File: config.mk
export PLATFORM = sky130hd
export DESIGN_NAME = spfc_top
export DESIGN_NICKNAME = d
export VERILOG_FILES = /design/src/common/spfc_pkg.sv /design/src/logic/spfc_top.sv
export SDC_FILE = /design/constraint.sdc
export NUM_CORES = 1
export LEC_CHECK = 0
export BUFFER_PORTS_ARGS = -buffer_cell sky130_fd_sc_hd__buf_4
export CAP_MARGIN = 20
export CORE_ASPECT_RATIO = 1.1
export CORE_UTILIZATION = 48
export CTS_BUF_LIST = sky130_fd_sc_hd__clkbuf_8 sky130_fd_sc_hd__clkbuf_16
export DETAILED_ROUTE_END_ITERATION = 8
export PLACE_DENSITY = 0.82
export SYNTH_ARGS = -nofsm -noshare
export SYNTH_HDL_FRONTEND = slang
export SYNTH_SLANG_ARGS = --single-unit
File: constraint.sdc
create_clock -name REF_CLK -period 1.98 [get_ports REF_CLK]
set_clock_uncertainty 0.2 [all_clocks]
set_input_delay 0.099 -clock REF_CLK [delete_from_list [all_inputs] [get_ports REF_CLK]]
set_output_delay 0.099 -clock REF_CLK [all_outputs]
set_load 0.05 [all_outputs]
File: src/common/spfc_pkg.sv
package spfc_pkg;
  // register map, byte addresses of aligned words
  localparam logic [7:0] SPFC_SYSIO_OFS   = 8'h00;  // pin function select word
  localparam logic [7:0] SPFC_STATUS_OFS  = 8'h04;  // block state readback
  localparam logic [7:0] SPFC_RSTCTL_OFS  = 8'h08;  // reset pin drive command

  // select bit positions in the pin function word
  localparam int SPFC_DBG_IN_BIT   = 4;   // debug data in
  localparam int SPFC_DBG_OUT_BIT  = 5;   // debug data out / trace
  localparam int SPFC_DBG_MODE_BIT = 6;   // debug mode / data
  localparam int SPFC_DBG_CLK_BIT  = 7;   // debug clock
  localparam int SPFC_USB_M_BIT    = 10;  // usb minus line
  localparam int SPFC_USB_P_BIT    = 11;  // usb plus line
  localparam int SPFC_ERASE_BIT    = 12;  // erase pin
  localparam logic [12:0] SPFC_SYSIO_RST   = 13'h0000;  // all system functions
  localparam logic [12:0] SPFC_SYSIO_MASK  = 13'h1CF0;  // implemented select bits

  // status bit positions
  localparam int SPFC_ST_SWD_BIT   = 0;   // serial-wire port active
  localparam int SPFC_ST_SCAN_BIT  = 1;   // boundary scan selected
  localparam int SPFC_ST_TEST_BIT  = 2;   // test mode pin high
  localparam int SPFC_ST_RSTIN_BIT = 3;   // external reset seen
  localparam int SPFC_ST_ERASE_BIT = 4;   // erase performed

  // timing
  localparam int SPFC_CLK_HZ       = 40_000_000;
  localparam int SPFC_SLOW_HZ      = 32_000;      // slow debounce clock rate
  localparam int SPFC_SLOW_DIV     = SPFC_CLK_HZ / SPFC_SLOW_HZ;
  localparam int SPFC_IGNORE_MS    = 100;
  localparam int SPFC_ERASE_MS     = 220;
  localparam int SPFC_IGNORE_TICKS = SPFC_IGNORE_MS * SPFC_SLOW_HZ / 1000;
  localparam int SPFC_ERASE_TICKS  = SPFC_ERASE_MS * SPFC_SLOW_HZ / 1000 + 1;
  localparam int SPFC_RST_PULSE_NS = 1000;        // minimum driven reset pulse
  localparam int SPFC_RST_PULSE_CYC =
    (SPFC_RST_PULSE_NS * (SPFC_CLK_HZ / 1_000_000) + 999) / 1000;

  // debug port state
  typedef enum logic [1:0]
  {
    SPFC_DP_JTAG = 2'b00,
    SPFC_DP_SWD  = 2'b01
  } spfc_dp_e;

  // switch sequence key, sent lsb first on mode line
  localparam logic [15:0] SPFC_SWITCH_KEY = 16'hE79E;
endpackage

File: src/logic/spfc_top.sv
// What this block does
// - all pins reset to system function
// - bit 12 selects erase or port line
// - bits 10,11 select usb or port
// - bits 7..4 select debug or port
// - pad settings apply in both modes
// - scan select high enables boundary scan
// - jtag first, switch sequence enters swd
// - trace drives data-out only in swd
// - test pin selects test or programming
// - reset pin bidirectional, low resets device
// - pin reset spares backup region
// - any external pulse, driven pulse minimum
// - reset pin input after reset
// - valid erase sets flash to ones
// - debounce erase, ignore under 100 ms
// - erase after high beyond 220 ms
// - port output never triggers erase
// - erase also clears region lock bits
module spfc_top
  import spfc_pkg::*;
(
  input  wire logic        REF_CLK,
  input  wire logic        RST_B,
  input  wire logic [7:0]  ADDR,
  input  wire logic [31:0] WDATA,
  input  wire logic        WR,
  input  wire logic        RD,
  output logic [31:0]      RDATA,
  output logic [12:0]      PIN_SELECT,
  output logic             TRACE_ON_DATA_OUT,
  output logic             SCAN_ENABLE,
  output logic             TEST_MODE_ENABLE,
  input  wire logic        SCAN_MODE_IS_PROG,
  output logic             FLASH_PROG_ENABLE,
  input  wire logic        BOUNDARY_SCAN_SELECT_PIN,
  input  wire logic        TEST_MODE_PIN,
  input  wire logic        DEBUG_CLK_PIN,
  input  wire logic        DEBUG_MODE_PIN,
  input  wire logic        ERASE_PIN,
  input  wire logic        BIDIR_RESET_PIN_I,
  output logic             BIDIR_RESET_PIN_O,
  output logic             BIDIR_RESET_PIN_OE,
  output logic             CORE_PERIPH_RESET_B,
  output logic             BACKUP_RESET_B,
  output logic             FLASH_ERASE_ALL,
  output logic             LOCK_CLEAR_ALL
);

  logic [12:0] sysio_r;        // pin function select word
  logic [2:0]  s1_r;           // first sync stage: scan, test, ext reset
  logic [2:0]  s2_r;           // second sync stage
  logic [1:0]  dbg1_r;         // debug clock/mode first stage
  logic [1:0]  dbg2_r;         // debug clock/mode second stage
  logic        dclk_d_r;       // previous synced debug clock
  logic        er1_r;          // erase sync first stage
  logic        er2_r;          // erase sync second stage
  logic [15:0] slow_div_r;     // slow tick divider
  logic        slow_tick_r;    // one-cycle slow enable
  logic [15:0] er_cnt_r;       // debounce count in slow ticks
  logic        er_done_r;      // erase fired for this assertion
  logic        erased_r;       // erase happened since reset
  spfc_dp_e    dp_r;           // active debug port
  logic [15:0] key_r;          // shift of debug mode bits
  logic [7:0]  rst_cnt_r;      // driven reset pulse counter
  logic        rst_seen_r;     // external reset observed

  // pin function selects, software steered
  always_ff @(posedge REF_CLK or negedge RST_B)
  begin
    if (!RST_B)
      sysio_r <= SPFC_SYSIO_RST;
    else if (WR && ADDR == SPFC_SYSIO_OFS)
      sysio_r <= WDATA[12:0] & SPFC_SYSIO_MASK;
  end

  // pad settings live outside; the select only steers the function
  always_ff @(posedge REF_CLK or negedge RST_B)
  begin
    if (!RST_B)
      PIN_SELECT <= SPFC_SYSIO_RST;
    else
      PIN_SELECT <= sysio_r;
  end

  // read data, valid in the cycle after the read strobe
  always_ff @(posedge REF_CLK or negedge RST_B)
  begin
    if (!RST_B)
    begin
      RDATA  <= 32'h0000_0000;
    end
    else
    begin
      if (!RD)
        RDATA <= 32'h0000_0000;
      else
        case (ADDR)
          SPFC_SYSIO_OFS:  RDATA <= {19'h0, sysio_r};
          SPFC_STATUS_OFS: RDATA <= {27'h0, erased_r, rst_seen_r, s2_r[1], s2_r[0],
                                     dp_r == SPFC_DP_SWD};
          SPFC_RSTCTL_OFS: RDATA <= {31'h0, BIDIR_RESET_PIN_OE};
          default:         RDATA <= 32'h0000_0000;  // unmapped reads zero
        endcase
    end
  end

  // two-stage synchronisers for pin inputs
  always_ff @(posedge REF_CLK or negedge RST_B)
  begin
    if (!RST_B)
    begin
      // reset pin idles high, scan and test pins idle low on their pulls
      s1_r   <= 3'h4;
      s2_r   <= 3'h4;
      dbg1_r <= 2'h0;
      dbg2_r <= 2'h0;
      er1_r  <= 1'b0;
      er2_r  <= 1'b0;
    end
    else
    begin
      s1_r   <= {BIDIR_RESET_PIN_I, TEST_MODE_PIN, BOUNDARY_SCAN_SELECT_PIN};
      s2_r   <= s1_r;
      dbg1_r <= {DEBUG_MODE_PIN, DEBUG_CLK_PIN};
      dbg2_r <= dbg1_r;
      er1_r  <= ERASE_PIN;
      er2_r  <= er1_r;
    end
  end

  // scan select and test mode decode
  always_ff @(posedge REF_CLK or negedge RST_B)
  begin
    if (!RST_B)
    begin
      SCAN_ENABLE       <= 1'b0;
      TEST_MODE_ENABLE  <= 1'b0;
      FLASH_PROG_ENABLE <= 1'b0;
    end
    else
    begin
      SCAN_ENABLE       <= s2_r[0] || (s2_r[1] && !SCAN_MODE_IS_PROG);
      TEST_MODE_ENABLE  <= s2_r[1];
      FLASH_PROG_ENABLE <= s2_r[1] && SCAN_MODE_IS_PROG;
    end
  end

  // debug port switch: key shifted on rising debug clock
  always_ff @(posedge REF_CLK or negedge RST_B)
  begin
    if (!RST_B)
    begin
      dp_r     <= SPFC_DP_JTAG;
      key_r    <= 16'h0000;
      dclk_d_r <= 1'b0;
    end
    else
    begin
      dclk_d_r <= dbg2_r[0];
      if (dbg2_r[0] && !dclk_d_r)
      begin
        key_r <= {dbg2_r[1], key_r[15:1]};
        if ({dbg2_r[1], key_r[15:1]} == SPFC_SWITCH_KEY)
          dp_r <= SPFC_DP_SWD;
      end
    end
  end

  // trace only in serial-wire mode and system function
  always_ff @(posedge REF_CLK or negedge RST_B)
  begin
    if (!RST_B)
      TRACE_ON_DATA_OUT <= 1'b0;
    else
      TRACE_ON_DATA_OUT <= dp_r == SPFC_DP_SWD && !sysio_r[SPFC_DBG_OUT_BIT];
  end

  // reset pin: software command drives a minimum pulse
  always_ff @(posedge REF_CLK or negedge RST_B)
  begin
    if (!RST_B)
      rst_cnt_r <= 8'h00;
    else if (WR && ADDR == SPFC_RSTCTL_OFS && WDATA[0])
      rst_cnt_r <= 8'(SPFC_RST_PULSE_CYC);
    else if (rst_cnt_r != 8'h00)
      rst_cnt_r <= rst_cnt_r - 8'h01;
  end

  // reset pin drive, open drain low
  always_ff @(posedge REF_CLK or negedge RST_B)
  begin
    if (!RST_B)
    begin
      BIDIR_RESET_PIN_O  <= 1'b0;
      BIDIR_RESET_PIN_OE <= 1'b0;
    end
    else
    begin
      BIDIR_RESET_PIN_O  <= 1'b0;
      BIDIR_RESET_PIN_OE <= rst_cnt_r != 8'h00;
    end
  end

  // external low resets core only, any length
  always_ff @(posedge REF_CLK or negedge RST_B)
  begin
    if (!RST_B)
    begin
      CORE_PERIPH_RESET_B <= 1'b0;
      BACKUP_RESET_B      <= 1'b0;
      rst_seen_r          <= 1'b0;
    end
    else
    begin
      CORE_PERIPH_RESET_B <= s2_r[2];
      BACKUP_RESET_B      <= 1'b1;
      if (!s2_r[2])
        rst_seen_r <= 1'b1;
    end
  end

  // slow clock enable divider
  always_ff @(posedge REF_CLK or negedge RST_B)
  begin
    if (!RST_B)
    begin
      slow_div_r  <= 16'h0000;
      slow_tick_r <= 1'b0;
    end
    else
    begin
      slow_tick_r <= slow_div_r == 16'(SPFC_SLOW_DIV - 1);
      slow_div_r  <= (slow_div_r == 16'(SPFC_SLOW_DIV - 1)) ? 16'h0000
                                                             : slow_div_r + 16'h0001;
    end
  end

  // erase debounce; port mode blocks it entirely
  always_ff @(posedge REF_CLK or negedge RST_B)
  begin
    if (!RST_B)
      er_cnt_r <= 16'h0000;
    else if (!er2_r || sysio_r[SPFC_ERASE_BIT])
      er_cnt_r <= 16'h0000;
    else if (slow_tick_r && er_cnt_r != 16'hFFFF)
      er_cnt_r <= er_cnt_r + 16'h0001;
  end

  // one erase per assertion after threshold
  always_ff @(posedge REF_CLK or negedge RST_B)
  begin
    if (!RST_B)
    begin
      er_done_r       <= 1'b0;
      erased_r        <= 1'b0;
      FLASH_ERASE_ALL <= 1'b0;
      LOCK_CLEAR_ALL  <= 1'b0;
    end
    else
    begin
      FLASH_ERASE_ALL <= 1'b0;
      LOCK_CLEAR_ALL  <= 1'b0;
      if (er_cnt_r == 16'h0000)
        er_done_r <= 1'b0;
      else if (!er_done_r && er_cnt_r >= 16'(SPFC_ERASE_TICKS))
      begin
        er_done_r       <= 1'b1;
        erased_r        <= 1'b1;
        FLASH_ERASE_ALL <= 1'b1;
        LOCK_CLEAR_ALL  <= 1'b1;
      end
    end
  end

  erase_gate_a: assert property (@(posedge REF_CLK) disable iff (!RST_B)
    $rose(FLASH_ERASE_ALL) |-> !$past(sysio_r[SPFC_ERASE_BIT], 2) && $past(er2_r, 2))
    else $error("erase while in port mode");
  erase_lock_a: assert property (@(posedge REF_CLK) disable iff (!RST_B)
    FLASH_ERASE_ALL == LOCK_CLEAR_ALL)
    else $error("lock clear not paired with erase");
  erase_min_a: assert property (@(posedge REF_CLK) disable iff (!RST_B)
    FLASH_ERASE_ALL |-> $past(er_cnt_r) >= 16'(SPFC_IGNORE_TICKS))
    else $error("erase before ignore time");
  trace_jtag_a: assert property (@(posedge REF_CLK) disable iff (!RST_B)
    dp_r == SPFC_DP_JTAG |=> !TRACE_ON_DATA_OUT)
    else $error("trace during jtag");
  rst_pulse_a: assert property (@(posedge REF_CLK) disable iff (!RST_B)
    $rose(BIDIR_RESET_PIN_OE) |-> BIDIR_RESET_PIN_OE[*8])
    else $error("reset pulse too short");
  backup_keep_a: assert property (@(posedge REF_CLK) disable iff (!RST_B)
    !s2_r[2] |=> BACKUP_RESET_B && !CORE_PERIPH_RESET_B)
    else $error("pin reset hit backup region");
  scan_sel_a: assert property (@(posedge REF_CLK) disable iff (!RST_B)
    s2_r[0] |=> SCAN_ENABLE)
    else $error("scan select ignored");
  sel_write_a: assert property (@(posedge REF_CLK) disable iff (!RST_B)
    WR && ADDR == SPFC_SYSIO_OFS |=> ##1 PIN_SELECT[SPFC_ERASE_BIT] == $past(WDATA[12], 2))
    else $error("erase select not applied");
  // port mode holds the debounce count at zero
  port_block_a: assert property (@(posedge REF_CLK) disable iff (!RST_B)
    sysio_r[SPFC_ERASE_BIT] |=> er_cnt_r == 16'h0000)
    else $error("erase count ran in port mode");
  // a low synced level restarts the debounce
  cnt_restart_a: assert property (@(posedge REF_CLK) disable iff (!RST_B)
    !er2_r |=> er_cnt_r == 16'h0000)
    else $error("erase count kept after low");
endmodule // spfc_top

==> impl_metrics.csv <==
group,metric,value,unit
drt,drt_pass1_iterations,4,
timing,hold_viol_final,0,
clocking,clockBufferDepth,2,
worst_setup_path,crit_required,2.08,ns
power_and_ir_drop,seq_power_share,54.9,%
power_and_ir_drop,p_per_area,831,mW/mm2
die,rows,37,
timing,setup_viol,0,
drt,detail-route-antenna-nets,0,
yosys,async_flop_share,100,%
global_routing,grt_pass1_vias,3100,
drt,drt_iter0_markers,124,
timing,fin_crit_sh,95.4,%
power_and_ir_drop,ir_drop,0.000414,V
placed_design,numPortBuffers,53,
yosys,synth_warnings,0,
drt,drc_errors,0,
yosys,yosys-top-cells-area,"dfrtp_1, mux2_2, buf_4, nor2_1, ha_1",
clocking,insertion_delay,0.37,ns
yosys,yosys-top-cells-count,"dfrtp_1, nor2_1, buf_4",
die,start_util,49.2,%
worst_setup_path,worstPathArrival,1.99,ns
timing,final_max_slew_viol_count,0,
clocking,cts_tree,"done",
run_status,status,"finished clean",
timing,min_period,1.89,ns
clocking,clock_tree.htree_level_count,3,
cells_and_area,layout.nets,545,
timing,max_freq,530,MHz
power_and_ir_drop,sw_frac_of_total,30.0,%
global_routing,grt_use_total,17.9,%
yosys,synth_top_area_share,56.8,%
placed_design,globalplace.congestion,0.853,
power_and_ir_drop,power.share.clock,28.8,%
cells_and_area,fillers,708,
cells_and_area,syn_to_final_growth,22.8,%
global_routing,grt_max_degree,63,
die,coreArea,0.00931,mm2
clocking,clock_sinks,106,
drt,drt_wl_total,8.27,mm
yosys,netlist_area,0.00458,mm2
power_and_ir_drop,p_total,4.68,mW
global_routing,use_met2,30.6,%
yosys,seq_area_frac_synth,58.0,%
clocking,cts_made_buffers,9,
global_routing,antenna_found_initial,0,
yosys,syn_area_per_cell,11.8,um2
flow_run,cap_violations,0,
die,pin_count,106,
placed_design,dp_slack,0.0755,ns
timing,grt_setup_unrepaired,"yes",
worst_setup_path,startpoint_type,"flop",
yosys,yosysTopAreaCell,"dfrtp_1",
worst_setup_path,path_class,"reg2reg",
worst_setup_path,crit_fanout,5,
cells_and_area,layout-drive-gt1-share,25.0,%
die,design.die.area,0.00994,mm2
yosys,ys_types,54,
yosys,ys_ff_latch,106,
clocking,cts-root-buf,"clkbuf_8",
global_routing,grt_busiest_layer,"met2",
power_and_ir_drop,p_sw,1.40,mW
global_routing,grtUsageMet1,21.5,%
global_routing,grt_pass1_wl,13.9,mm
global_routing,grt-ovfl-total,0,
clocking,clkTransAtPathRegs,0.12,ns
worst_hold_path,holdCritPathClass,"in2reg",
yosys,yosysMostFrequentCell,"dfrtp_1",
die,dieWidth,95.1,um
power_and_ir_drop,intPower,3.27,mW
drt,vias,3123,
global_routing,grt_use_met3,4.09,%
power_and_ir_drop,leakage,2.66,nW
timing,final.setup.worst_slack,0.0919,ns
yosys,synth_ff_type,"dfrtp_1",
placed_design,hpwl,5.67,mm
yosys,netlist_instances,389,
drt,avgRoutedWirePerCell,13.6,um
worst_setup_path,end_kind,"flop",
power_and_ir_drop,p_comb_share,16.4,%
drt,avgViaCountPerCell,5.13,
cells_and_area,antenna_cells,0,
die,dieHeight,104,um
yosys,synth_edf_count,0,
cells in the final DEF (no fill, tap or decap), types with 4 or more instances in the layout:
cell type      count
xnor2_1            9
a21oi_1           11
ha_1               7
o21ai_0           12
dlygate4sd3_1     26
nor2_1            30
nand3_1           15
xor2_1            10
conb_1            29
nand2b_1           5
nand2_1           18
and2_1            11
nor3_1             6
nor4_1             5
nor2b_1            5
dfrtp_1          104
clkbuf_8           9
inv_8              4
inv_1             12
buf_4             66
and3_1             9
or3_1              8
nand4_1            6
mux2_2            23
what timing repair did:
item | in CTS | in global routing
setup buffers | 0 | 1
gates resized for setup | 0 | 4
hold buffers | 26 | 0
setup endpoints to repair | 0 | 11
endpoints found under the hold margin | 132 | 0
stage by stage:
step | hold WS, ns | std cells | cell area, um2 | setup TNS [ns] | utilization, %
2_1_floorplan | -0.397 | 416 | 4680 | 0 | -
3_3_place_gp | -0.101 | 566 | 5110 | 0 | 55.0
3_5_place_dp | -0.0970 | 566 | 5110 | 0 | 55.0
4_1_cts | 0.0108 | 608 | 5580 | 0 | 60.0
5_1_grt | 0.0209 | 609 | 5620 | -0.00659 | 60.4
6_report | 0.0380 | 609 | 5620 | 0 | 60.4
critical path, cell delays in order, from the launching register on:
cell,delay (ns)
dfrtp_1,0.40
ha_1,0.23
nand4_1,0.22
nor2_2,0.10
or4_1,0.50
a21oi_1,0.16
flip-flops by register name, indices dropped and copies added (netlist names), 2 cells and up:
signal      cells
PIN_SELECT      7
RDATA          11
dbg1_r          2
dbg2_r          2
er_cnt_r       16
key_r          15
rst_cnt_r       8
s1_r            3
s2_r            3
slow_div_r     16
sysio_r         7
cells by family (layout without fill, tap and decap cells):
group	Yosys count	in the layout	synth area share (%)
XOR/XNOR	19	19	3.63
AND/OR/NAND/NOR	140	140	17.5
buffers and inverters	47	123	6.45
flip-flops	106	106	58.0
multiplexers	26	26	6.31
AO/OA/AOI/OAI	42	42	6.12
adder cells (fa/ha/maj)	7	7	1.91
other	2	29	0.164
metal layers:
metal  part of all wire [%]  vias up
met5                      0        -
met4                    1.9        0
met3                    3.8       16
met2                     52       74
met1                     42     1544
li1                       -     1489
area by class of cell:
cell class / instances / area [um2] / area share, %
Sequential cell: 106 / 2660 / 47.2
Multi-Input combinational cell: 263 / 1750 / 31.1
Timing Repair Buffer: 95 / 816 / 14.5
Tap cell: 117 / 146 / 2.60
Clock buffer: 9 / 124 / 2.20
Clock inverter: 7 / 86.3 / 1.54
Inverter: 12 / 45.0 / 0.801
worst paths after layout:
| kind | from | to | slack (ns) | cells after the start |
|---|---|---|---|---|
| worst max-delay path | er_cnt_r[0] | er_cnt_r[11] | 0.09 | 5 |
| worst min-delay path | ADDR[3] | RDATA[6] | 0.04 | 4 |
| worst max register to register | er_cnt_r[0] | er_cnt_r[11] | 0.09 | 5 |
| worst min register to register | dbg1_r[1] | dbg2_r[1] | 0.15 | 0 |
| max in group asynchronous | RST_B | s2_r[2] | 1.20 | 3 |
| min in group asynchronous | RST_B | er_cnt_r[11] | 0.05 | 3 |
power by group through the flow:
stage | clock network [mW] | logic [mW] | registers [mW]
2_1_floorplan | 0 | 0.525 | 2.61
3_3_place_gp | 0 | 0.695 | 2.59
3_5_place_dp | 0 | 0.731 | 2.61
4_1_cts | 1.39 | 0.768 | 2.57
5_1_grt | 1.49 | 0.837 | 2.60
6_report | 1.34 | 0.766 | 2.56
Power figures use the tool's default switching activity.
